`src/common/isdb_pkg.sv`:
```
/*
  Package for the interlock serial diagnostic byte set: field positions of the
  request, response, warning detail and fault detail bytes, plus timing counts.
  Assumes a single 40 MHz clock and one exchange strobe per chain cycle.
*/
package isdb_pkg;

  // ****************************************************************
  // Clock and timing
  // ****************************************************************
  localparam int unsigned CLK_HZ           = 40_000_000;
  localparam int unsigned WARN_PROMOTE_MIN = 30;
  // Promotion delay in seconds, then clock cycles per 1 s tick
  localparam int unsigned WARN_PROMOTE_S   = WARN_PROMOTE_MIN * 60;
  localparam int unsigned SEC_DIV_CYCLES   = CLK_HZ;

  // ****************************************************************
  // Request byte fields
  // ****************************************************************
  localparam int unsigned REQ_MAGNET_BIT = 0;
  localparam int unsigned REQ_RESET_BIT  = 7;
  localparam logic [7:0]  REQ_RESET_VAL  = 8'h00;

  // ****************************************************************
  // Response byte fields
  // ****************************************************************
  localparam int unsigned RSP_OUT_ACT_BIT   = 0;
  localparam int unsigned RSP_LOCKABLE_BIT  = 1;
  localparam int unsigned RSP_LOCKED_BIT    = 2;
  localparam int unsigned RSP_INPUTS_BIT    = 4;
  localparam int unsigned RSP_ACT_VALID_BIT = 5;
  localparam int unsigned RSP_WARN_BIT      = 6;
  localparam int unsigned RSP_FAULT_BIT     = 7;

  // ****************************************************************
  // Detail byte fields (shared meaning)
  // ****************************************************************
  localparam int unsigned DET_OUT_A_BIT   = 0;
  localparam int unsigned DET_OUT_B_BIT   = 1;
  localparam int unsigned DET_XWIRE_BIT   = 2;
  localparam int unsigned DET_TEMP_BIT    = 3;
  localparam int unsigned DET_ACTUATOR_BIT = 4;
  localparam int unsigned DET_INTERNAL_BIT = 5;
  localparam int unsigned DET_COMM_BIT    = 6;
  localparam int unsigned DET_HANDLE_BIT  = 7;
  localparam logic [7:0]  BYTE_RESET_VAL  = 8'h00;

  // Conditions sensed by the device, sampled from pins
  typedef struct packed {
    logic guardClosed;
    logic actuatorValid;
    logic actuatorLocked;
    logic turretAtRest;
    logic turretOverPulled;
    logic safetyInputA;
    logic safetyInputB;
    logic outAFault;
    logic outBFault;
    logic crossWire;
    logic overTemp;
    logic actuatorBad;
    logic internalErr;
    logic handleMisplaced;
  } isdb_sense_t;

  // Bytes returned to the gateway
  typedef struct packed {
    logic [7:0] response;
    logic [7:0] warning;
    logic [7:0] fault;
  } isdb_reply_t;

endpackage : isdb_pkg

```
`src/hw/isdb_diag_bytes.sv`:
```
/*
  Interlock serial diagnostic byte set: takes the request byte from each good
  chain exchange, drives the magnet, latches faults, promotes stale warnings
  and returns response, warning and fault detail bytes.
  Assumes sensed conditions and the exchange strobe come from pins (two-flop
  synchronised here) and that the chain framing lives elsewhere.
*/
// Summary of operation
// - Request bit 0 energises the magnet, whatever the lock principle.
// - Latched fault clears on request bit 7 falling, or guard opening, once cause gone.
// - Response bit 1 set only with guard closed and lock/unlock possible.
// - Response bit 0 outputs active, bit 2 actuator locked, bit 3 zero.
// - Response bit 4 both safety inputs, bit 5 valid actuator detected.
// - Response bit 6 pending warning, bit 7 fault switched off enabling path.
// - Detail cause bytes are available whenever warning or fault is flagged.
// - Warning byte bits 0-3, 5, 6, 7 carry the listed causes.
// - Fault byte uses same bits except bit 6, plus bit 4 for actuator or bracket defect.
// - Both detail bytes set bit 7 for a mispositioned rotary handle.
// - Warning in bits 0-3 pending thirty minutes becomes a fault and drops outputs.
// - Lock-possible cleared whenever the turret is out of rest position.
// - Unlock-possible cleared while the door over-pulls the turret.
// - Gateway communication loss holds the present switching condition.
`timescale 1ns/1ps
module isdb_diag_bytes (
  // Clock and reset
  input  wire logic                 clk,
  input  wire logic                 arst_n,
  // Serial chain exchange, from the chain shifter
  input  wire logic                 xchgStrobe,
  input  wire logic                 xchgOk,
  input  wire logic [7:0]           requestCommandByte,
  // Sensed device conditions, from pins
  input  wire isdb_pkg::isdb_sense_t senseIn,
  // Device controls
  output logic                      magnetOn,
  output logic                      safetyOutputA,
  output logic                      safetyOutputB,
  // Bytes returned on the chain
  output isdb_pkg::isdb_reply_t     replyOut
);

  // ****************************************************************
  // Reset release and input synchronisers
  // ****************************************************************
  logic        rstMeta_r;
  logic        rstSync_r;
  logic        rst_n;

  // Asynchronous assert, two-flop release
  always_ff @(posedge clk or negedge arst_n) begin
    if (!arst_n) begin
      rstMeta_r <= 1'b0;
      rstSync_r <= 1'b0;
    end else begin
      rstMeta_r <= 1'b1;
      rstSync_r <= rstMeta_r;
    end
  end
  assign rst_n = rstSync_r;

  localparam int unsigned SW = $bits(isdb_pkg::isdb_sense_t);
  logic [SW+9:0] syncMeta_r;
  logic [SW+9:0] syncOut_r;
  isdb_pkg::isdb_sense_t sense;
  logic        xStb;
  logic        xOk;
  logic [7:0]  reqIn;

  // Two flops on every pin-sourced input; only stage two is read
  always_ff @(posedge clk or negedge rst_n) begin
    if (!rst_n) begin
      syncMeta_r <= '0;
      syncOut_r  <= '0;
    end else begin
      syncMeta_r <= {senseIn, xchgStrobe, xchgOk, requestCommandByte};
      syncOut_r  <= syncMeta_r;
    end
  end
  assign {sense, xStb, xOk, reqIn} = syncOut_r;

  // ****************************************************************
  // Exchange detection and request capture
  // ****************************************************************
  logic        xStbDly_r;
  logic        xchgEvt;
  logic [7:0]  request_r;
  logic        commErr_r;

  // Strobe can stay high many cycles; act once per rising edge
  always_ff @(posedge clk or negedge rst_n) begin
    if (!rst_n) xStbDly_r <= 1'b0;
    else        xStbDly_r <= xStb;
  end
  assign xchgEvt = xStb & ~xStbDly_r;

  // A bad exchange leaves the last good request in force
  always_ff @(posedge clk or negedge rst_n) begin
    if (!rst_n) begin
      request_r <= isdb_pkg::REQ_RESET_VAL;
      commErr_r <= 1'b0;
    end else if (xchgEvt) begin
      if (xOk) begin
        request_r <= reqIn;
        commErr_r <= 1'b0;
      end else begin
        commErr_r <= 1'b1;
      end
    end
  end

  // Magnet follows the request bit directly; polarity handled by driver stage
  always_ff @(posedge clk or negedge rst_n) begin
    if (!rst_n) magnetOn <= 1'b0;
    else        magnetOn <= request_r[isdb_pkg::REQ_MAGNET_BIT];
  end

  // ****************************************************************
  // Seconds divider and warning promotion timer
  // ****************************************************************
  localparam int unsigned DW = $clog2(isdb_pkg::SEC_DIV_CYCLES);
  localparam int unsigned TW = $clog2(isdb_pkg::WARN_PROMOTE_S + 1);
  localparam logic [DW-1:0] DIV_LAST = DW'(isdb_pkg::SEC_DIV_CYCLES - 1);
  localparam logic [TW-1:0] PROMOTE_S = TW'(isdb_pkg::WARN_PROMOTE_S);

  logic [DW-1:0] divCnt_r;
  logic          secTick;
  logic [TW-1:0] warnSec_r;
  logic          warnAny;
  logic          promote;

  // One-second enable pulse
  always_ff @(posedge clk or negedge rst_n) begin
    if (!rst_n)                  divCnt_r <= '0;
    else if (divCnt_r == DIV_LAST) divCnt_r <= '0;
    else                         divCnt_r <= divCnt_r + DW'(1);
  end
  assign secTick = (divCnt_r == DIV_LAST);

  assign warnAny = sense.outAFault | sense.outBFault | sense.crossWire | sense.overTemp;

  // Counts only while a warning stays pending; cleared the moment it goes
  always_ff @(posedge clk or negedge rst_n) begin
    if (!rst_n)                           warnSec_r <= '0;
    else if (!warnAny)                    warnSec_r <= '0;
    else if (secTick && !promote)         warnSec_r <= warnSec_r + TW'(1);
  end
  assign promote = warnAny && (warnSec_r >= PROMOTE_S);

  // ****************************************************************
  // Fault latch
  // ****************************************************************
  logic [7:0] faultLatch_r;
  logic [7:0] faultCause;
  logic       resetFall;
  logic       guardOpenRise;
  logic       guardDly_r;
  logic       reqResetDly_r;

  // Immediate faults plus promoted warnings
  always_comb begin
    faultCause = isdb_pkg::BYTE_RESET_VAL;
    faultCause[isdb_pkg::DET_OUT_A_BIT]    = promote & sense.outAFault;
    faultCause[isdb_pkg::DET_OUT_B_BIT]    = promote & sense.outBFault;
    faultCause[isdb_pkg::DET_XWIRE_BIT]    = promote & sense.crossWire;
    faultCause[isdb_pkg::DET_TEMP_BIT]     = promote & sense.overTemp;
    faultCause[isdb_pkg::DET_ACTUATOR_BIT] = sense.actuatorBad;
    faultCause[isdb_pkg::DET_INTERNAL_BIT] = sense.internalErr;
    faultCause[isdb_pkg::DET_HANDLE_BIT]   = sense.handleMisplaced;
  end

  // Edge sources for the fault reset
  always_ff @(posedge clk or negedge rst_n) begin
    if (!rst_n) begin
      reqResetDly_r <= 1'b0;
      guardDly_r    <= 1'b0;
    end else begin
      reqResetDly_r <= request_r[isdb_pkg::REQ_RESET_BIT];
      guardDly_r    <= sense.guardClosed;
    end
  end
  assign resetFall     = reqResetDly_r & ~request_r[isdb_pkg::REQ_RESET_BIT];
  assign guardOpenRise = guardDly_r & ~sense.guardClosed;

  // Clear only bits whose cause is gone; a present cause wins over clear
  always_ff @(posedge clk or negedge rst_n) begin
    if (!rst_n) faultLatch_r <= isdb_pkg::BYTE_RESET_VAL;
    else if (resetFall || guardOpenRise) faultLatch_r <= faultCause;
    else faultLatch_r <= faultLatch_r | faultCause;
  end

  // ****************************************************************
  // Safety outputs
  // ****************************************************************
  logic enableOk;
  assign enableOk = sense.guardClosed & sense.actuatorLocked & sense.safetyInputA &
                    sense.safetyInputB & ~(|faultLatch_r) & ~(|faultCause);

  // Any latched fault removes the enabling path
  always_ff @(posedge clk or negedge rst_n) begin
    if (!rst_n) begin
      safetyOutputA <= 1'b0;
      safetyOutputB <= 1'b0;
    end else begin
      safetyOutputA <= enableOk;
      safetyOutputB <= enableOk;
    end
  end

  // ****************************************************************
  // Reply bytes
  // ****************************************************************
  logic [7:0] rspNow;
  logic [7:0] warnNow;
  logic       lockOk;
  logic       unlockOk;

  // Locking needs the turret at rest; unlocking is refused on over-pull
  assign lockOk   = sense.turretAtRest;
  assign unlockOk = ~sense.turretOverPulled;

  always_comb begin
    warnNow = isdb_pkg::BYTE_RESET_VAL;
    warnNow[isdb_pkg::DET_OUT_A_BIT]    = sense.outAFault;
    warnNow[isdb_pkg::DET_OUT_B_BIT]    = sense.outBFault;
    warnNow[isdb_pkg::DET_XWIRE_BIT]    = sense.crossWire;
    warnNow[isdb_pkg::DET_TEMP_BIT]     = sense.overTemp;
    warnNow[isdb_pkg::DET_INTERNAL_BIT] = sense.internalErr;
    warnNow[isdb_pkg::DET_COMM_BIT]     = commErr_r;
    warnNow[isdb_pkg::DET_HANDLE_BIT]   = sense.handleMisplaced;
  end

  always_comb begin
    rspNow = isdb_pkg::BYTE_RESET_VAL; // Bit 3 stays zero
    rspNow[isdb_pkg::RSP_OUT_ACT_BIT]   = safetyOutputA & safetyOutputB;
    rspNow[isdb_pkg::RSP_LOCKABLE_BIT]  = sense.guardClosed &
      (magnetOn ? unlockOk : lockOk);
    rspNow[isdb_pkg::RSP_LOCKED_BIT]    = sense.actuatorLocked;
    rspNow[isdb_pkg::RSP_INPUTS_BIT]    = sense.safetyInputA & sense.safetyInputB;
    rspNow[isdb_pkg::RSP_ACT_VALID_BIT] = sense.actuatorValid;
    rspNow[isdb_pkg::RSP_WARN_BIT]      = |warnNow;
    rspNow[isdb_pkg::RSP_FAULT_BIT]     = |faultLatch_r;
  end

  // Snapshot all three bytes on every exchange so they stay current
  always_ff @(posedge clk or negedge rst_n) begin
    if (!rst_n) begin
      replyOut <= '0;
    end else if (xchgEvt) begin
      replyOut.response <= rspNow;
      replyOut.warning  <= warnNow;
      replyOut.fault    <= faultLatch_r;
    end
  end

endmodule : isdb_diag_bytes

```
`config.mk`:
```
export PLATFORM = sky130hd
export DESIGN_NAME = isdb_diag_bytes
export DESIGN_NICKNAME = d
export VERILOG_FILES = /design/src/common/isdb_pkg.sv /design/src/hw/isdb_diag_bytes.sv
export SDC_FILE = /design/constraint.sdc
export NUM_CORES = 1
export LEC_CHECK = 0
export BUFFER_PORTS_ARGS = -buffer_cell sky130_fd_sc_hd__buf_2
export CAP_MARGIN = 20
export CORE_MARGIN = 2
export CORE_UTILIZATION = 51
export DETAILED_ROUTE_END_ITERATION = 10
export PLACE_DENSITY = 0.74
export SETUP_SLACK_MARGIN = 0.1
export SLEW_MARGIN = 20
export SYNTH_ARGS = -nofsm -noshare
export SYNTH_HDL_FRONTEND = slang
export SYNTH_SLANG_ARGS = --single-unit
export TNS_END_PERCENT = 50
```
`constraint.sdc`:
```
create_clock -name clk -period 3.5 [get_ports clk]
set_clock_uncertainty 0.15 [all_clocks]
set_input_delay 0.175 -clock clk [delete_from_list [all_inputs] [get_ports clk]]
set_output_delay 0.175 -clock clk [all_outputs]
set_load 0.02 [all_outputs]
```
==> out/results.ini <==
[routing]
first_iter_violations = 97
ant_nets = 0
viasPerCell = 5.19
routed_wl_mm = 7.54
drcViolationCount = 0
routed_wire_length_per_instance_microns = 14.0
dr_total_vias = 2800
detailedRoute.firstPassIterationCount = 4

[setup_path]
critical_path_class = reg2reg
critPathMaxFanout = 11
crit_path_max_incr_delay_ns = 0.73
worstSetupEndpointType = register
r2r_start = syncOut_r[15]
worst-r2r-cell-count = 5
critPathRequiredTime_ns = 3.65
rr_endpoint = warnSec_r[7]
critical_path.most_common_cell = sky130_fd_sc_hd__or3_1
crit_path_start = syncOut_r[15]
worst_path_max_delay_cell = sky130_fd_sc_hd__or4_1
minimum_setup_slack_among_reg_to_reg_paths_ns = 0.90
cp_data_arrival_time_ns = 2.76
critical_path.startpoint_type = register
crit_chain = or4_1 > o211a_1 > or3_1 > or3_1 > a21oi_1
critical_path.endpoint = warnSec_r[7]

[timing]
tns_ns = 0
timing.max_slew.rel_slack_pct = 45.1
report.final.slew_viol_count = 0
rsz0062_at_grt = false
whs_ns = 0.195
finalSetupViolations = 0
timing_worst_slew_pin_value_ns = 0.824
final_hold_viol_count = 0
fmax_ghz = 0.384
min_period_ns = 2.60
finalWorstSetupSlack_ns = 0.895
period_share_pct = 74.4

[floorplanning]
die_h_microns = 94.9
start_util_pct = 52.1
dieArea_sq_mm = 0.00900
design.portCount = 53
core-area_sq_mm = 0.00809
num_rows = 33
die_width_microns = 94.9

[synthesis]
synth_compound_gate_area_share_pct = 4.84
synthDistinctLibCells = 40
synthesis.area_sq_mm = 0.00421
synth.avg_cell_area_sq_um = 11.5
yosys.area_share.xor_xnor_pct = 4.78
synthSimpleGateAreaFrac_pct = 19.3
share_of_synthesized_area_occupied_by_flip_flops_and_latches_pct = 65.9
netlist_instances = 366
ys.warnings.count = 0
ys_seq_elements = 111
synth_top_family_by_area = simple AND/OR/NAND/NOR gates
multiplexer_fraction_of_the_synthesized_cell_area_pct = 1.49
synth_fa_ha_area_share_pct = 0.891

[clocking]
latest_clock_arrival_within_the_worst_skew_pair_ns = 0.37
cts_setup_buffers = 0
cts_tree = done
clkTransAtPathRegs_ns = 0.11
tritoncts_num_sinks = 111
htreeDepth = 3
cts_max_path_buffers = 2
clockRootBuffer = sky130_fd_sc_hd__clkbuf_8
cts_buffers = 9

[cells_and_area]
layout-area-overhead-vs-synth_pct = 16.4
final.fill_count = 686
utilization_pct = 60.6
post_route_cells_drive_above_1_share_pct = 15.7
fin_area_sq_mm = 0.00490
fin_nets = 458
antenna_cells_inserted = 0

[global_route]
first_global_vias = 2748
grt_usage_pct = 18.3
grt_overflow_total = 0
grt_pass1_wl_mm = 12.6
maximum_number_of_pins_on_one_net_before_global_route_repair = 69
grt_antenna_before_repair = 0

[placement]
placed_standard_cell_area_sq_mm = 0.00451
place.gp.congestion = 0.808
placement.io_buffers = 43
dpl_worst_slack_ns = 0.912
detailedPlacementHpwl_mm = 5.03

[flow_run]
timing.max_cap.violations = 0

[pwr]
power.static_leakage_nw = 2.32
power.ir.vdd_worst_mv = 0.244
power.density_mw_per_mm2 = 464

[status]
outcome = finished clean

[worst_hold_path]
worst_hold_path_type = reg2reg

-- area by class of cell --
cell class	instances	area, sq um	area share (%)
Sequential cell	111	2780	56.7
Multi-Input combinational cell	234	1330	27.2
Timing Repair Buffer	67	445	9.08
Clock buffer	10	138	2.81
Tap cell	105	131	2.68
Clock inverter	6	52.6	1.07
Inverter	6	22.5	0.459
-- layer usage --
layer  global-route usage (%)  vias to the layer above  part of all wire [%]
met5                        0                        -                     0
met4                     6.16                        0                   1.2
met3                     4.07                        8                   4.1
met2                     29.7                       50                    49
met1                     24.4                     1380                    45
li1                         -                     1362                     -
-- synth_stat cells --
| master | n | area, sq um |
|---|---|---|
| sky130_fd_sc_hd__buf_1 | 1 | 3.75 |
| sky130_fd_sc_hd__a31oi_1 | 1 | 6.26 |
| sky130_fd_sc_hd__and4_1 | 3 | 26.3 |
| sky130_fd_sc_hd__o2111ai_1 | 1 | 8.76 |
| sky130_fd_sc_hd__o211ai_1 | 2 | 15.0 |
| sky130_fd_sc_hd__dfrtp_1 | 111 | 2780 |
| sky130_fd_sc_hd__mux2i_1 | 4 | 40.0 |
| sky130_fd_sc_hd__clkbuf_1 | 11 | 41.3 |
| sky130_fd_sc_hd__a22oi_1 | 1 | 7.51 |
| sky130_fd_sc_hd__a21o_1 | 3 | 22.5 |
| sky130_fd_sc_hd__and3_1 | 4 | 25.0 |
| sky130_fd_sc_hd__nand2_1 | 72 | 270 |
| sky130_fd_sc_hd__or3_1 | 6 | 37.5 |
| sky130_fd_sc_hd__xor2_1 | 8 | 70.1 |
| sky130_fd_sc_hd__nand3_1 | 16 | 80.1 |
| sky130_fd_sc_hd__nand4_1 | 14 | 87.6 |
| sky130_fd_sc_hd__nor2b_1 | 1 | 6.26 |
| sky130_fd_sc_hd__nor2_1 | 23 | 86.3 |
| sky130_fd_sc_hd__nor4_1 | 8 | 50.1 |
| sky130_fd_sc_hd__o2bb2ai_1 | 1 | 8.76 |
| sky130_fd_sc_hd__nor4b_1 | 4 | 35.0 |
| sky130_fd_sc_hd__a21oi_1 | 6 | 30.0 |
| sky130_fd_sc_hd__or2_2 | 1 | 6.26 |
| sky130_fd_sc_hd__buf_4 | 4 | 30.0 |
| sky130_fd_sc_hd__and2_1 | 3 | 18.8 |
| sky130_fd_sc_hd__a41oi_1 | 2 | 17.5 |
| sky130_fd_sc_hd__or4_1 | 3 | 22.5 |
| sky130_fd_sc_hd__nand2b_1 | 4 | 25.0 |
| sky130_fd_sc_hd__or4_4 | 1 | 11.3 |
| sky130_fd_sc_hd__o21ai_0 | 7 | 35.0 |
| sky130_fd_sc_hd__inv_1 | 6 | 22.5 |
| sky130_fd_sc_hd__o21a_1 | 1 | 7.51 |
| sky130_fd_sc_hd__mux2_2 | 2 | 22.5 |
| sky130_fd_sc_hd__a22o_1 | 4 | 35.0 |
| sky130_fd_sc_hd__conb_1 | 2 | 7.51 |
| sky130_fd_sc_hd__ha_1 | 3 | 37.5 |
| sky130_fd_sc_hd__o211a_1 | 1 | 10.0 |
| sky130_fd_sc_hd__xnor2_1 | 15 | 131 |
| sky130_fd_sc_hd__nor3_1 | 5 | 25.0 |
| sky130_fd_sc_hd__buf_6 | 1 | 11.3 |
-- worst min-delay path by stage --
stage	endpoint	cells after the start	from
global route	syncOut_r[14]	0	syncMeta_r[14]
global placement	rstMeta_r	1	arst_n
detailed placement	rstSync_r	1	arst_n
finish	syncOut_r[14]	0	syncMeta_r[14]
CTS	syncOut_r[14]	0	syncMeta_r[14]
floorplan	rstMeta_r	0	arst_n
-- kinds of logic (layout without fill, tap and decap cells) --
family	Yosys count	in the layout
simple gates	168	168
flops	111	111
compound gates	30	30
xor+xnor	23	23
buf+inv	23	89
mux	6	6
fa+ha+maj	3	3
other cells	2	4
-- worst max-delay path: cells and delay by family, from the launching register on --
family             cells  cell delay (ns)
and+or+nand+nor        3             1.46
DFF                    1             0.43
AOI/OAI and AO/OA      2             0.48
-- flip-flops by register name, summed over array words and instances, names as in the netlist, 2 cells and up --
name and count:
syncOut_r 18, syncMeta_r 18, warnSec_r 11, faultLatch_r 7, replyOut 21, request_r 2
divCnt_r 26
-- cells in the final DEF, fill, tap and decap left out, types with 8 or more instances in the layout --
cell type,n
sky130_fd_sc_hd__dfrtp_1,110
sky130_fd_sc_hd__buf_2,43
sky130_fd_sc_hd__nand2_1,72
sky130_fd_sc_hd__xnor2_1,15
sky130_fd_sc_hd__nor2_1,23
sky130_fd_sc_hd__dlygate4sd3_1,20
sky130_fd_sc_hd__xor2_1,8
sky130_fd_sc_hd__clkbuf_8,10
sky130_fd_sc_hd__nor4_1,8
sky130_fd_sc_hd__nand3_1,16
sky130_fd_sc_hd__nand4_1,14
-- power by group --
group / total [mW] / leakage (nW) / switching [mW] / internal [mW]
Clock: 0.737 / 0.0967 / 0.446 / 0.291
Combinational: 0.153 / 0.835 / 0.0921 / 0.0613
Sequential: 1.39 / 1.39 / 0.0454 / 1.34
-- repair_timing --
action | 4_1_cts | 5_1_grt
hold buffers | 20 | 0
hold endpoints to repair | 20 | 0
resized for setup | 0 | 0
-- through the flow --
stage               std cells  total power [mW]
floorplan                 368              1.49
global placement          503              1.54
detailed placement        503              1.55
CTS                       539              2.30
global route              539              2.38
finish                    539              2.28
No activity file was read; power rests on OpenSTA's default activity.
